--- src/core/qvss_pkg.sv ---
package qvss_pkg;

  // clock and timing
  localparam longint QVSS_CLK_HZ = 40_000_000;
  localparam int QVSS_EVAL_PERIOD_MS = 48;
  localparam int QVSS_EVAL_CYC =
    int'((longint'(QVSS_EVAL_PERIOD_MS) * QVSS_CLK_HZ) / 1000);
  localparam int QVSS_SS_TOTAL_MS = 12;
  localparam int QVSS_SS_STEPS = 4;
  localparam int QVSS_SS_STEP_CYC = int'((longint'(QVSS_SS_TOTAL_MS) *
    QVSS_CLK_HZ) / (1000 * longint'(QVSS_SS_STEPS)));
  // longest off time, rounded down
  localparam int QVSS_OFFMAX_NS = 50000;
  localparam int QVSS_OFFMAX_CYC =
    int'((longint'(QVSS_OFFMAX_NS) * QVSS_CLK_HZ) / 1_000_000_000);
  // ringing suppression, least times, rounded up
  localparam int QVSS_RS_LONG_NS = 2500;
  localparam int QVSS_RS_SHORT_NS = 750;
  localparam int QVSS_RS_LONG_CYC = int'((longint'(QVSS_RS_LONG_NS) *
    QVSS_CLK_HZ + 999_999_999) / 1_000_000_000);
  localparam int QVSS_RS_SHORT_CYC = int'((longint'(QVSS_RS_SHORT_NS) *
    QVSS_CLK_HZ + 999_999_999) / 1_000_000_000);

  // valley-skip counter
  localparam logic [2:0] QVSS_VSC_MIN = 3'h1;
  localparam logic [2:0] QVSS_VSC_MAX = 3'h7;
  localparam logic [2:0] QVSS_VSC_RESET = 3'h1;
  localparam logic [2:0] QVSS_XING_MAX = 3'h7;

  // current-sense limit in mV per soft-start step
  localparam logic [9:0] QVSS_LIM_STEP0 = 10'h140;
  localparam logic [9:0] QVSS_LIM_STEP1 = 10'h222;
  localparam logic [9:0] QVSS_LIM_STEP2 = 10'h305;
  localparam logic [9:0] QVSS_LIM_FINAL = 10'h3E8;
  localparam logic [1:0] QVSS_SS_LAST = 2'h3;

  // register map (byte addresses)
  localparam logic [7:0] QVSS_CTRL_OFS = 8'h00;
  localparam logic [7:0] QVSS_STATUS_OFS = 8'h04;
  localparam logic [7:0] QVSS_ZONE_OFS = 8'h08;
  localparam int QVSS_CTRL_EN_BIT = 0;
  localparam logic QVSS_CTRL_EN_RST = 1'b1;
  localparam int QVSS_ST_VSC_LSB = 0;
  localparam int QVSS_ST_XING_LSB = 4;
  localparam int QVSS_ST_SS_LSB = 8;
  localparam int QVSS_ST_SSDONE_BIT = 12;
  localparam int QVSS_ST_RUN_BIT = 13;
  localparam int QVSS_ST_GATE_BIT = 14;
  localparam int QVSS_ST_LINE_BIT = 15;
  localparam logic [1:0] QVSS_RESP_OKAY = 2'h0;
  localparam logic [1:0] QVSS_RESP_SLVERR = 2'h2;

  // analog comparator inputs, all asynchronous
  typedef struct packed {
    logic zero_crossing_input; // zero-crossing comparator
    logic supply_on;    // supply above turn-on threshold
    logic trip;         // current comparison ends the on time
    logic line_high;    // high line detected
    logic xing_above_rs; // crossing input above ringing-suppression level
    logic zl_lo_line;   // feedback above zone low, low-line set
    logic zl_hi_line;   // feedback above zone low, high-line set
    logic zh_lo_line;   // feedback above zone high, low-line set
    logic zh_hi_line;   // feedback above zone high, high-line set
    logic fbk_reset;    // feedback above counter reset threshold
  } qvss_ana_t;

  typedef enum logic [2:0] {
    GS_RING = 3'b001,
    GS_WAIT = 3'b010,
    GS_ON = 3'b100
  } qvss_gs_t;

  typedef struct packed {
    qvss_ana_t s1;
    qvss_ana_t s2;
    qvss_ana_t s3;
    qvss_ana_t filt;
    logic run;
    logic [20:0] eval_cnt;
    logic ever_zl;
    logic ever_zh;
    logic ever_r;
    logic [2:0] vsc;
    logic [2:0] xing;
    qvss_gs_t gs;
    logic [10:0] off_cnt;
    logic [6:0] rs_cnt;
    logic [16:0] ss_cnt;
    logic [1:0] ss_step;
    logic ss_done;
    logic [9:0] lim;
    logic ctrl_en;
    logic aw_got;
    logic w_got;
    logic [7:0] awaddr;
    logic [31:0] wdata;
    logic [3:0] wstrb;
    logic bvalid;
    logic [1:0] bresp;
    logic rvalid;
    logic [31:0] rdata;
    logic [1:0] rresp;
  } qvss_st_t;

endpackage : qvss_pkg

--- src/core/qvss_ctrl.sv ---
// Decided for this implementation: the address map and the AXI4-Lite interface to the registers.
`timescale 1ns/10ps
`default_nettype none

module qvss_ctrl
  import qvss_pkg::*;
#(
  parameter int EVAL_CYCLES = QVSS_EVAL_CYC,
  parameter int SS_STEP_CYCLES = QVSS_SS_STEP_CYC
) (
  input wire logic CLOCK,               // 40 MHz clock
  input wire logic RST_B,               // async reset, active low
  input wire qvss_ana_t ANALOG_IN,      // comparator outputs
  output logic GATE_DRIVE,              // power switch gate
  output logic STARTUP_CELL_EN,         // startup charging cell on
  output logic [9:0] CS_LIMIT_MV,       // peak current-sense limit, mV
  output logic SOFT_START_DONE,         // soft-start finished
  output logic ZONE_SET_HIGH_LINE,      // high-line zone thresholds used
  output logic [2:0] VALLEY_SKIP,       // valley-skip counter
  input wire logic [31:0] S_AXI_AWADDR, // write address
  input wire logic S_AXI_AWVALID,       // write address valid
  output logic S_AXI_AWREADY,           // write address ready
  input wire logic [31:0] S_AXI_WDATA,  // write data
  input wire logic [3:0] S_AXI_WSTRB,   // write strobes
  input wire logic S_AXI_WVALID,        // write data valid
  output logic S_AXI_WREADY,            // write data ready
  output logic [1:0] S_AXI_BRESP,       // write response
  output logic S_AXI_BVALID,            // write response valid
  input wire logic S_AXI_BREADY,        // write response ready
  input wire logic [31:0] S_AXI_ARADDR, // read address
  input wire logic S_AXI_ARVALID,       // read address valid
  output logic S_AXI_ARREADY,           // read address ready
  output logic [31:0] S_AXI_RDATA,      // read data
  output logic [1:0] S_AXI_RRESP,       // read response
  output logic S_AXI_RVALID,            // read data valid
  input wire logic S_AXI_RREADY         // read data ready
);

  ////////////////////////////////////////////////////////////////////////
  // helpers

  function automatic logic hit(input logic [7:0] a, input logic [7:0] o);
    hit = (a[7:2] == o[7:2]);
  endfunction : hit

  function automatic logic [9:0] lim_of(input logic [1:0] step);
    logic [9:0] v;
    v = QVSS_LIM_STEP0;
    if (step == 2'h1) begin
      v = QVSS_LIM_STEP1;
    end else if (step == 2'h2) begin
      v = QVSS_LIM_STEP2;
    end else if (step == QVSS_SS_LAST) begin
      v = QVSS_LIM_FINAL;
    end
    lim_of = v;
  endfunction : lim_of

  localparam logic [20:0] EVAL_LAST = 21'(EVAL_CYCLES - 1);
  localparam logic [16:0] SS_LAST_CNT = 17'(SS_STEP_CYCLES - 1);
  localparam logic [10:0] OFF_LAST = 11'(QVSS_OFFMAX_CYC - 1);
  localparam logic [6:0] RS_LONG = 7'(QVSS_RS_LONG_CYC - 1);
  localparam logic [6:0] RS_SHORT = 7'(QVSS_RS_SHORT_CYC - 1);

  qvss_st_t r_reg;
  qvss_st_t r_next;

  logic active;
  logic zl_now;
  logic zh_now;
  logic xing_fall;
  logic ev_zl;
  logic ev_zh;
  logic ev_r;
  logic eval_tick;
  logic offmax_hit;
  logic can_on;
  logic wr_go;
  logic [31:0] status_word;

  ////////////////////////////////////////////////////////////////////////
  // combinational next state

  always_comb begin
    r_next = r_reg;
    // filtered level changes once the last two stages agree
    r_next.s1 = ANALOG_IN;
    r_next.s2 = r_reg.s1;
    r_next.s3 = r_reg.s2;
    r_next.filt = (~(r_reg.s2 ^ r_reg.s3) & r_reg.s3) |
                  ((r_reg.s2 ^ r_reg.s3) & r_reg.filt);

    active = r_reg.run & r_reg.ctrl_en;
    // thresholds follow line level so foldback leaves them alone
    zl_now = r_reg.filt.line_high ? r_reg.filt.zl_hi_line
                                  : r_reg.filt.zl_lo_line;
    zh_now = r_reg.filt.line_high ? r_reg.filt.zh_hi_line
                                  : r_reg.filt.zh_lo_line;
    xing_fall = r_reg.filt.zero_crossing_input &
                ~r_reg.s2.zero_crossing_input & ~r_reg.s3.zero_crossing_input;
    // sample of the boundary cycle itself still counts
    ev_zl = r_reg.ever_zl | zl_now;
    ev_zh = r_reg.ever_zh | zh_now;
    ev_r = r_reg.ever_r | r_reg.filt.fbk_reset;
    eval_tick = r_reg.run && (r_reg.eval_cnt == EVAL_LAST);
    offmax_hit = (r_reg.off_cnt == OFF_LAST);
    can_on = 1'b0;

    // supply on with the enable bit set starts operation; loss of supply stops it
    if (!r_reg.filt.supply_on) begin
      r_next.run = 1'b0;
    end else if (!r_reg.run && r_reg.ctrl_en) begin
      r_next.run = 1'b1;
      r_next.vsc = QVSS_VSC_RESET;
      r_next.eval_cnt = '0;
      r_next.ever_zl = 1'b0;
      r_next.ever_zh = 1'b0;
      r_next.ever_r = 1'b0;
      r_next.ss_cnt = '0;
      r_next.ss_step = '0;
      r_next.ss_done = 1'b0;
    end

    // evaluation period and counter action
    if (r_reg.run) begin
      if (eval_tick) begin
        r_next.eval_cnt = '0;
        r_next.ever_zl = 1'b0;
        r_next.ever_zh = 1'b0;
        r_next.ever_r = 1'b0;
        if (ev_r) begin
          r_next.vsc = QVSS_VSC_RESET;
        end else if (ev_zh) begin
          if (r_reg.vsc > QVSS_VSC_MIN) begin
            r_next.vsc = r_reg.vsc - 3'h1;
          end
        end else if (!ev_zl) begin
          if (r_reg.vsc < QVSS_VSC_MAX) begin
            r_next.vsc = r_reg.vsc + 3'h1;
          end
        end
        // only low zone crossed: value held
      end else begin
        r_next.eval_cnt = r_reg.eval_cnt + 21'h1;
        r_next.ever_zl = ev_zl;
        r_next.ever_zh = ev_zh;
        r_next.ever_r = ev_r;
      end
    end

    // soft-start: four equal steps, limit rises each step
    if (r_reg.run && !r_reg.ss_done) begin
      if (r_reg.ss_cnt == SS_LAST_CNT) begin
        r_next.ss_cnt = '0;
        if (r_reg.ss_step == QVSS_SS_LAST) begin
          r_next.ss_done = 1'b1;
        end else begin
          r_next.ss_step = r_reg.ss_step + 2'h1;
        end
      end else begin
        r_next.ss_cnt = r_reg.ss_cnt + 17'h1;
      end
    end
    r_next.lim = lim_of(r_next.ss_step);

    // switching: on is digital, off comes from the analog trip or from operation no longer active
    case (r_reg.gs)
      GS_ON: begin
        if (r_reg.filt.trip || !active) begin
          r_next.gs = GS_RING;
          r_next.off_cnt = '0;
          r_next.rs_cnt = r_reg.filt.xing_above_rs ? RS_SHORT : RS_LONG;
        end
      end
      GS_RING: begin
        // gate may not rise while the drain still rings
        if (r_reg.rs_cnt == 7'h0) begin
          r_next.gs = GS_WAIT;
        end else begin
          r_next.rs_cnt = r_reg.rs_cnt - 7'h1;
        end
      end
      GS_WAIT: begin
        // vsc tells at which counted valley the gate turns on
        can_on = active && ((r_reg.xing >= r_reg.vsc) ||
                            offmax_hit);
        if (can_on) begin
          r_next.gs = GS_ON;
        end
      end
      default: begin
        r_next.gs = GS_WAIT;
      end
    endcase
    if (r_reg.gs != GS_ON && !offmax_hit) begin
      r_next.off_cnt = r_reg.off_cnt + 11'h1;
    end
    if (r_reg.gs != GS_ON && xing_fall && r_reg.xing != QVSS_XING_MAX) begin
      r_next.xing = r_reg.xing + 3'h1;
    end
    if (r_next.gs == GS_ON && r_reg.gs != GS_ON) begin
      r_next.xing = '0;
    end

    // AXI4-Lite write: address and data in either order
    if (S_AXI_AWVALID && S_AXI_AWREADY) begin
      r_next.aw_got = 1'b1;
      r_next.awaddr = S_AXI_AWADDR[7:0];
    end
    if (S_AXI_WVALID && S_AXI_WREADY) begin
      r_next.w_got = 1'b1;
      r_next.wdata = S_AXI_WDATA;
      r_next.wstrb = S_AXI_WSTRB;
    end
    wr_go = r_reg.aw_got && r_reg.w_got && !r_reg.bvalid;
    if (wr_go) begin
      r_next.aw_got = 1'b0;
      r_next.w_got = 1'b0;
      r_next.bvalid = 1'b1;
      r_next.bresp = QVSS_RESP_OKAY;
      if (hit(r_reg.awaddr, QVSS_CTRL_OFS)) begin
        if (r_reg.wstrb[0]) begin
          r_next.ctrl_en = r_reg.wdata[QVSS_CTRL_EN_BIT];
        end
      end else if (hit(r_reg.awaddr, QVSS_STATUS_OFS) ||
                   hit(r_reg.awaddr, QVSS_ZONE_OFS)) begin
        r_next.bresp = QVSS_RESP_OKAY;
      end else begin
        r_next.bresp = QVSS_RESP_SLVERR;
      end
    end else if (r_reg.bvalid && S_AXI_BREADY) begin
      r_next.bvalid = 1'b0;
    end

    // AXI4-Lite read
    status_word = '0;
    status_word[QVSS_ST_VSC_LSB +: 3] = r_reg.vsc;
    status_word[QVSS_ST_XING_LSB +: 3] = r_reg.xing;
    status_word[QVSS_ST_SS_LSB +: 2] = r_reg.ss_step;
    status_word[QVSS_ST_SSDONE_BIT] = r_reg.ss_done;
    status_word[QVSS_ST_RUN_BIT] = r_reg.run;
    status_word[QVSS_ST_GATE_BIT] = (r_reg.gs == GS_ON);
    status_word[QVSS_ST_LINE_BIT] = r_reg.filt.line_high;
    if (S_AXI_ARVALID && S_AXI_ARREADY) begin
      r_next.rvalid = 1'b1;
      r_next.rresp = QVSS_RESP_OKAY;
      r_next.rdata = 32'h0000_0000;
      if (hit(S_AXI_ARADDR[7:0], QVSS_CTRL_OFS)) begin
        r_next.rdata[QVSS_CTRL_EN_BIT] = r_reg.ctrl_en;
      end else if (hit(S_AXI_ARADDR[7:0], QVSS_STATUS_OFS)) begin
        r_next.rdata = status_word;
      end else if (hit(S_AXI_ARADDR[7:0], QVSS_ZONE_OFS)) begin
        r_next.rdata[2:0] = {r_reg.ever_r, r_reg.ever_zh, r_reg.ever_zl};
      end else begin
        r_next.rresp = QVSS_RESP_SLVERR;
      end
    end else if (r_reg.rvalid && S_AXI_RREADY) begin
      r_next.rvalid = 1'b0;
    end
  end

  ////////////////////////////////////////////////////////////////////////
  // state register

  always_ff @(posedge CLOCK or negedge RST_B) begin
    if (!RST_B) begin
      r_reg <= '0;
      r_reg.vsc <= QVSS_VSC_RESET;
      r_reg.gs <= GS_WAIT;
      r_reg.lim <= QVSS_LIM_STEP0;
      r_reg.ctrl_en <= QVSS_CTRL_EN_RST;
    end else begin
      r_reg <= r_next;
    end
  end

  assign GATE_DRIVE = (r_reg.gs == GS_ON);
  assign STARTUP_CELL_EN = ~r_reg.run;
  assign CS_LIMIT_MV = r_reg.lim;
  assign SOFT_START_DONE = r_reg.ss_done;
  assign ZONE_SET_HIGH_LINE = r_reg.filt.line_high;
  assign VALLEY_SKIP = r_reg.vsc;
  assign S_AXI_AWREADY = ~r_reg.aw_got & ~r_reg.bvalid;
  assign S_AXI_WREADY = ~r_reg.w_got & ~r_reg.bvalid;
  assign S_AXI_BVALID = r_reg.bvalid;
  assign S_AXI_BRESP = r_reg.bresp;
  assign S_AXI_ARREADY = ~r_reg.rvalid;
  assign S_AXI_RVALID = r_reg.rvalid;
  assign S_AXI_RDATA = r_reg.rdata;
  assign S_AXI_RRESP = r_reg.rresp;
endmodule : qvss_ctrl

`default_nettype wire

--- config.mk ---
export PLATFORM = sky130hd
export DESIGN_NAME = qvss_ctrl
export DESIGN_NICKNAME = d
export VERILOG_FILES = /design/src/core/qvss_pkg.sv /design/src/core/qvss_ctrl.sv
export SDC_FILE = /design/constraint.sdc
export NUM_CORES = 1
export LEC_CHECK = 0
export ABC_CLOCK_PERIOD_IN_PS = 3350
export CAP_MARGIN = 20
export CORE_MARGIN = 4
export CORE_UTILIZATION = 55
export CTS_CLUSTER_DIAMETER = 60
export DETAILED_ROUTE_END_ITERATION = 8
export DONT_BUFFER_PORTS = 1
export GPL_TIMING_DRIVEN = 0
export HOLD_SLACK_MARGIN = 0.08
export PLACE_DENSITY = 0.81
export SLEW_MARGIN = 0
export SYNTH_ARGS = -nofsm -noshare
export SYNTH_HDL_FRONTEND = slang
export SYNTH_SLANG_ARGS = --single-unit
--- constraint.sdc ---
create_clock -name CLOCK -period 3.35 [get_ports CLOCK]
set_input_delay 0.8375 -clock CLOCK [delete_from_list [all_inputs] [get_ports CLOCK]]
set_output_delay 0.8375 -clock CLOCK [all_outputs]
set_load 0.05 [all_outputs]
==> flow_metrics.env <==
export IMPL_stdcell_area_sq_um=7770
export IMPL_wl_met1_microns=5780
export IMPL_grt_pass1_wl_microns=23400
export IMPL_worstSetupStartpoint="r_reg[133]"
export IMPL_max_slew_margin_pct=36.1
export IMPL_rows=40
export IMPL_final_cells=866
export IMPL_io_pins=175
export IMPL_ys_ff_latch=146
export IMPL_slew_viol_final=0
export IMPL_final_nets=818
export IMPL_syn_cell_area_sq_um=6860
export IMPL_worstReg2RegStart="r_reg[104]"
export IMPL_clk_latency_ns=0.42
export IMPL_yosys_warnings=0
export IMPL_cts_tree="yes"
export IMPL_cts_resized_gates=0
export IMPL_p_per_area_nw_per_um2=662
export IMPL_cts_max_level=4
export IMPL_initial_core_util_pct=56.6
export IMPL_antenna_found_initial=0
export IMPL_clock_skew_ns=0.00791
export IMPL_dr_total_vias=4934
export IMPL_finalSetupViolations=0
export IMPL_drtIter0Drc=409
export IMPL_core_area_sq_um=12100
export IMPL_drt_pre_antenna_iters=5
export IMPL_wl_microns=14200
export IMPL_clock_sinks=146
export IMPL_ctsHoldBuffers=0
export IMPL_final_period_utilization_pct=80.5
export IMPL_root_buffer="clkbuf_16"
export IMPL_areaGrowthSynthToFinish_pct=13.2
export IMPL_worst_r2r_setup_slack_ns=0.76
export IMPL_wl_met3_microns=834
export IMPL_pre_cts_ws_ns=0.769
export IMPL_p_sw_uw=1640
export IMPL_seq_area_frac_synth_pct=53.3
export IMPL_route_top_layer_used="met4"
export IMPL_fin_util_pct=64.1
export IMPL_grt_pass1_vias=4822
export IMPL_power_switching_share_pct=32.0
export IMPL_cts_buffer_depth=2
export IMPL_cap_violations=0
export IMPL_overflow=0
export IMPL_final_layout_size_suffix_gt1_share_pct=17.3
export IMPL_status="finished clean"
export IMPL_fin_setup_tns_ns=0
export IMPL_fmax_mhz=371
export IMPL_period_needed_ns=2.70
export IMPL_hold_viol=0
export IMPL_avgRoutedWirePerCell_microns=16.4
export IMPL_synth_ff_type="dfrtp_1"
export IMPL_grtUsageTotal_pct=20.3
export IMPL_leakagePower_uw=0.00353
export IMPL_rsz0062_at_grt="no"
export IMPL_finalWeightedCongestion=0.848
export IMPL_seq_power_share_pct=42.2
export IMPL_drc=0
export IMPL_cp_max_fo=6
export IMPL_cts_buffers=17
export IMPL_tightest_slew_ns=0.955
export IMPL_start_kind="flip-flop"
export IMPL_yosysUniqueCellTypes=67
export IMPL_path_class="flip-flop to output port"
export IMPL_worstHoldPathType="primary input to asynchronous set/reset pin"
export IMPL_avgSynthCellArea_sq_um=10.7
export IMPL_synth_edf_count=0
export IMPL_die_area_sq_um=14300
export IMPL_end_kind="output port"
export IMPL_grt_max_degree=147
export IMPL_wl_met2_microns=7400
export IMPL_drt_antenna_violating_nets=0
export IMPL_peakVddDrop_uv=662
export IMPL_post_place_cells=834
export IMPL_p_comb_share_pct=19.7
export IMPL_cts_reportedPaths_clkPinSlew_ns=0.06
export IMPL_worstPathArrival_ns=1.86
export IMPL_die_w_microns=120
export IMPL_timing_final_ws_setup_ns=0.655
export IMPL_portBuffers=0
export IMPL_placed_cell_area_sq_um=7150
export IMPL_syn_inst=644
export IMPL_power_frac_clock_pct=38.2
export IMPL_cts_setup_buffers=0
export IMPL_hpwl_microns=9600
export IMPL_largest_register_ffs=89
export IMPL_cp_required_ns=2.51
export IMPL_p_int_uw=3500
export IMPL_vias_per_cell=5.70
export IMPL_die_h_microns=120
export IMPL_n_antenna_cell=0
export IMPL_async_flop_share_pct=100
## kinds of logic (layout without fill, tap and decap cells)
| logic type | after synthesis | after routing | synth area share (%) |
|---|---|---|---|
| buf+inv | 85 | 117 | 7.66 |
| other cells | 1 | 23 | 0.0547 |
| xor+xnor | 9 | 9 | 1.15 |
| flops | 146 | 146 | 53.3 |
| mux | 17 | 17 | 2.66 |
| compound gates | 146 | 146 | 14.0 |
| simple gates | 214 | 214 | 16.7 |
| fa+ha+maj | 26 | 26 | 4.38 |
## final cells by class
class                   instances  area, sq um
plain buffers                  62          439
clock buffers                  18          439
clock inverters                14          176
fillers                       931         4340
inverters                      23         86.3
multi-input cells             435         2760
flip-flops and latches        146         3660
well taps                     168          210
## synth_stat cells (6+ instances only)
| cell | count | area share (%) |
|---|---|---|
| or3_1 | 8 | 0.73 |
| nand2_1 | 55 | 3.0 |
| and2_1 | 6 | 0.55 |
| buf_4 | 50 | 5.5 |
| mux2i_1 | 7 | 1.0 |
| clkbuf_1 | 7 | 0.38 |
| and3_1 | 13 | 1.2 |
| a31oi_1 | 12 | 1.1 |
| ha_1 | 16 | 2.9 |
| nand3_1 | 23 | 1.7 |
| xnor2_1 | 8 | 1.0 |
| a21oi_1 | 28 | 2.0 |
| inv_1 | 22 | 1.2 |
| nor2_1 | 38 | 2.1 |
| maj3_1 | 10 | 1.5 |
| mux2_2 | 10 | 1.6 |
| dfrtp_1 | 141 | 51 |
| nor3_1 | 10 | 0.73 |
| a22o_1 | 16 | 2.0 |
| o31ai_1 | 6 | 0.66 |
| nand2b_1 | 8 | 0.73 |
| nor2b_1 | 7 | 0.64 |
| o21ai_0 | 45 | 3.3 |
| nand4_1 | 15 | 1.4 |
## per-layer routing
layer	up-vias	global-route usage (%)
li1	2325	-
met1	2437	24.5
met2	155	35.1
met3	17	5.66
met4	0	6.80
met5	-	0
## critical path, cell delays in order, from the launching register on
cell,delay (ns)
dfrtp_1,0.40
or3b_2,0.55
inv_1,0.48
## worst paths after layout
path / endpoint / cells after the start
hold / removal: r_reg[120] / 0
setup / recovery: GATE_DRIVE / 2
min in group CLOCK: r_next[180] / 0
hold reg to reg: r_next[180] / 0
setup reg to reg: CS_LIMIT_MV[5] / 7
max in group asynchronous: r_reg[134] / 0
## stage by stage
stage | power (uW) | hold WS, ns
4_1_cts | 5170 | 0.0966
2_1_floorplan | 2950 | 0.331
6_report | 5140 | 0.108
3_5_place_dp | 3200 | 0.335
3_3_place_gp | 3140 | 0.333
5_1_grt | 5370 | 0.0914
## placed cells by master, fill, tap and decap left out, drive strengths merged, types with 13 or more instances in the layout
| master | instances |
|---|---|
| ha | 16 |
| and3 | 13 |
| nand4 | 16 |
| nand2 | 55 |
| conb | 23 |
| clkbuf | 25 |
| buf | 55 |
| a22o | 16 |
| dfrtp | 141 |
| nor2 | 38 |
| inv | 28 |
| nand3 | 23 |
| o21ai | 46 |
| a21oi | 28 |
## power by group through the flow
stage               sequential (uW)  combinational (uW)  clock (uW)
CTS                            2170                1010        2000
finish                         2170                1010        1960
global placement               2180                 954           0
global route                   2190                1100        2080
floorplan                      2130                 815           0
detailed placement             2200                1000           0
Power figures use the tool's default switching activity.
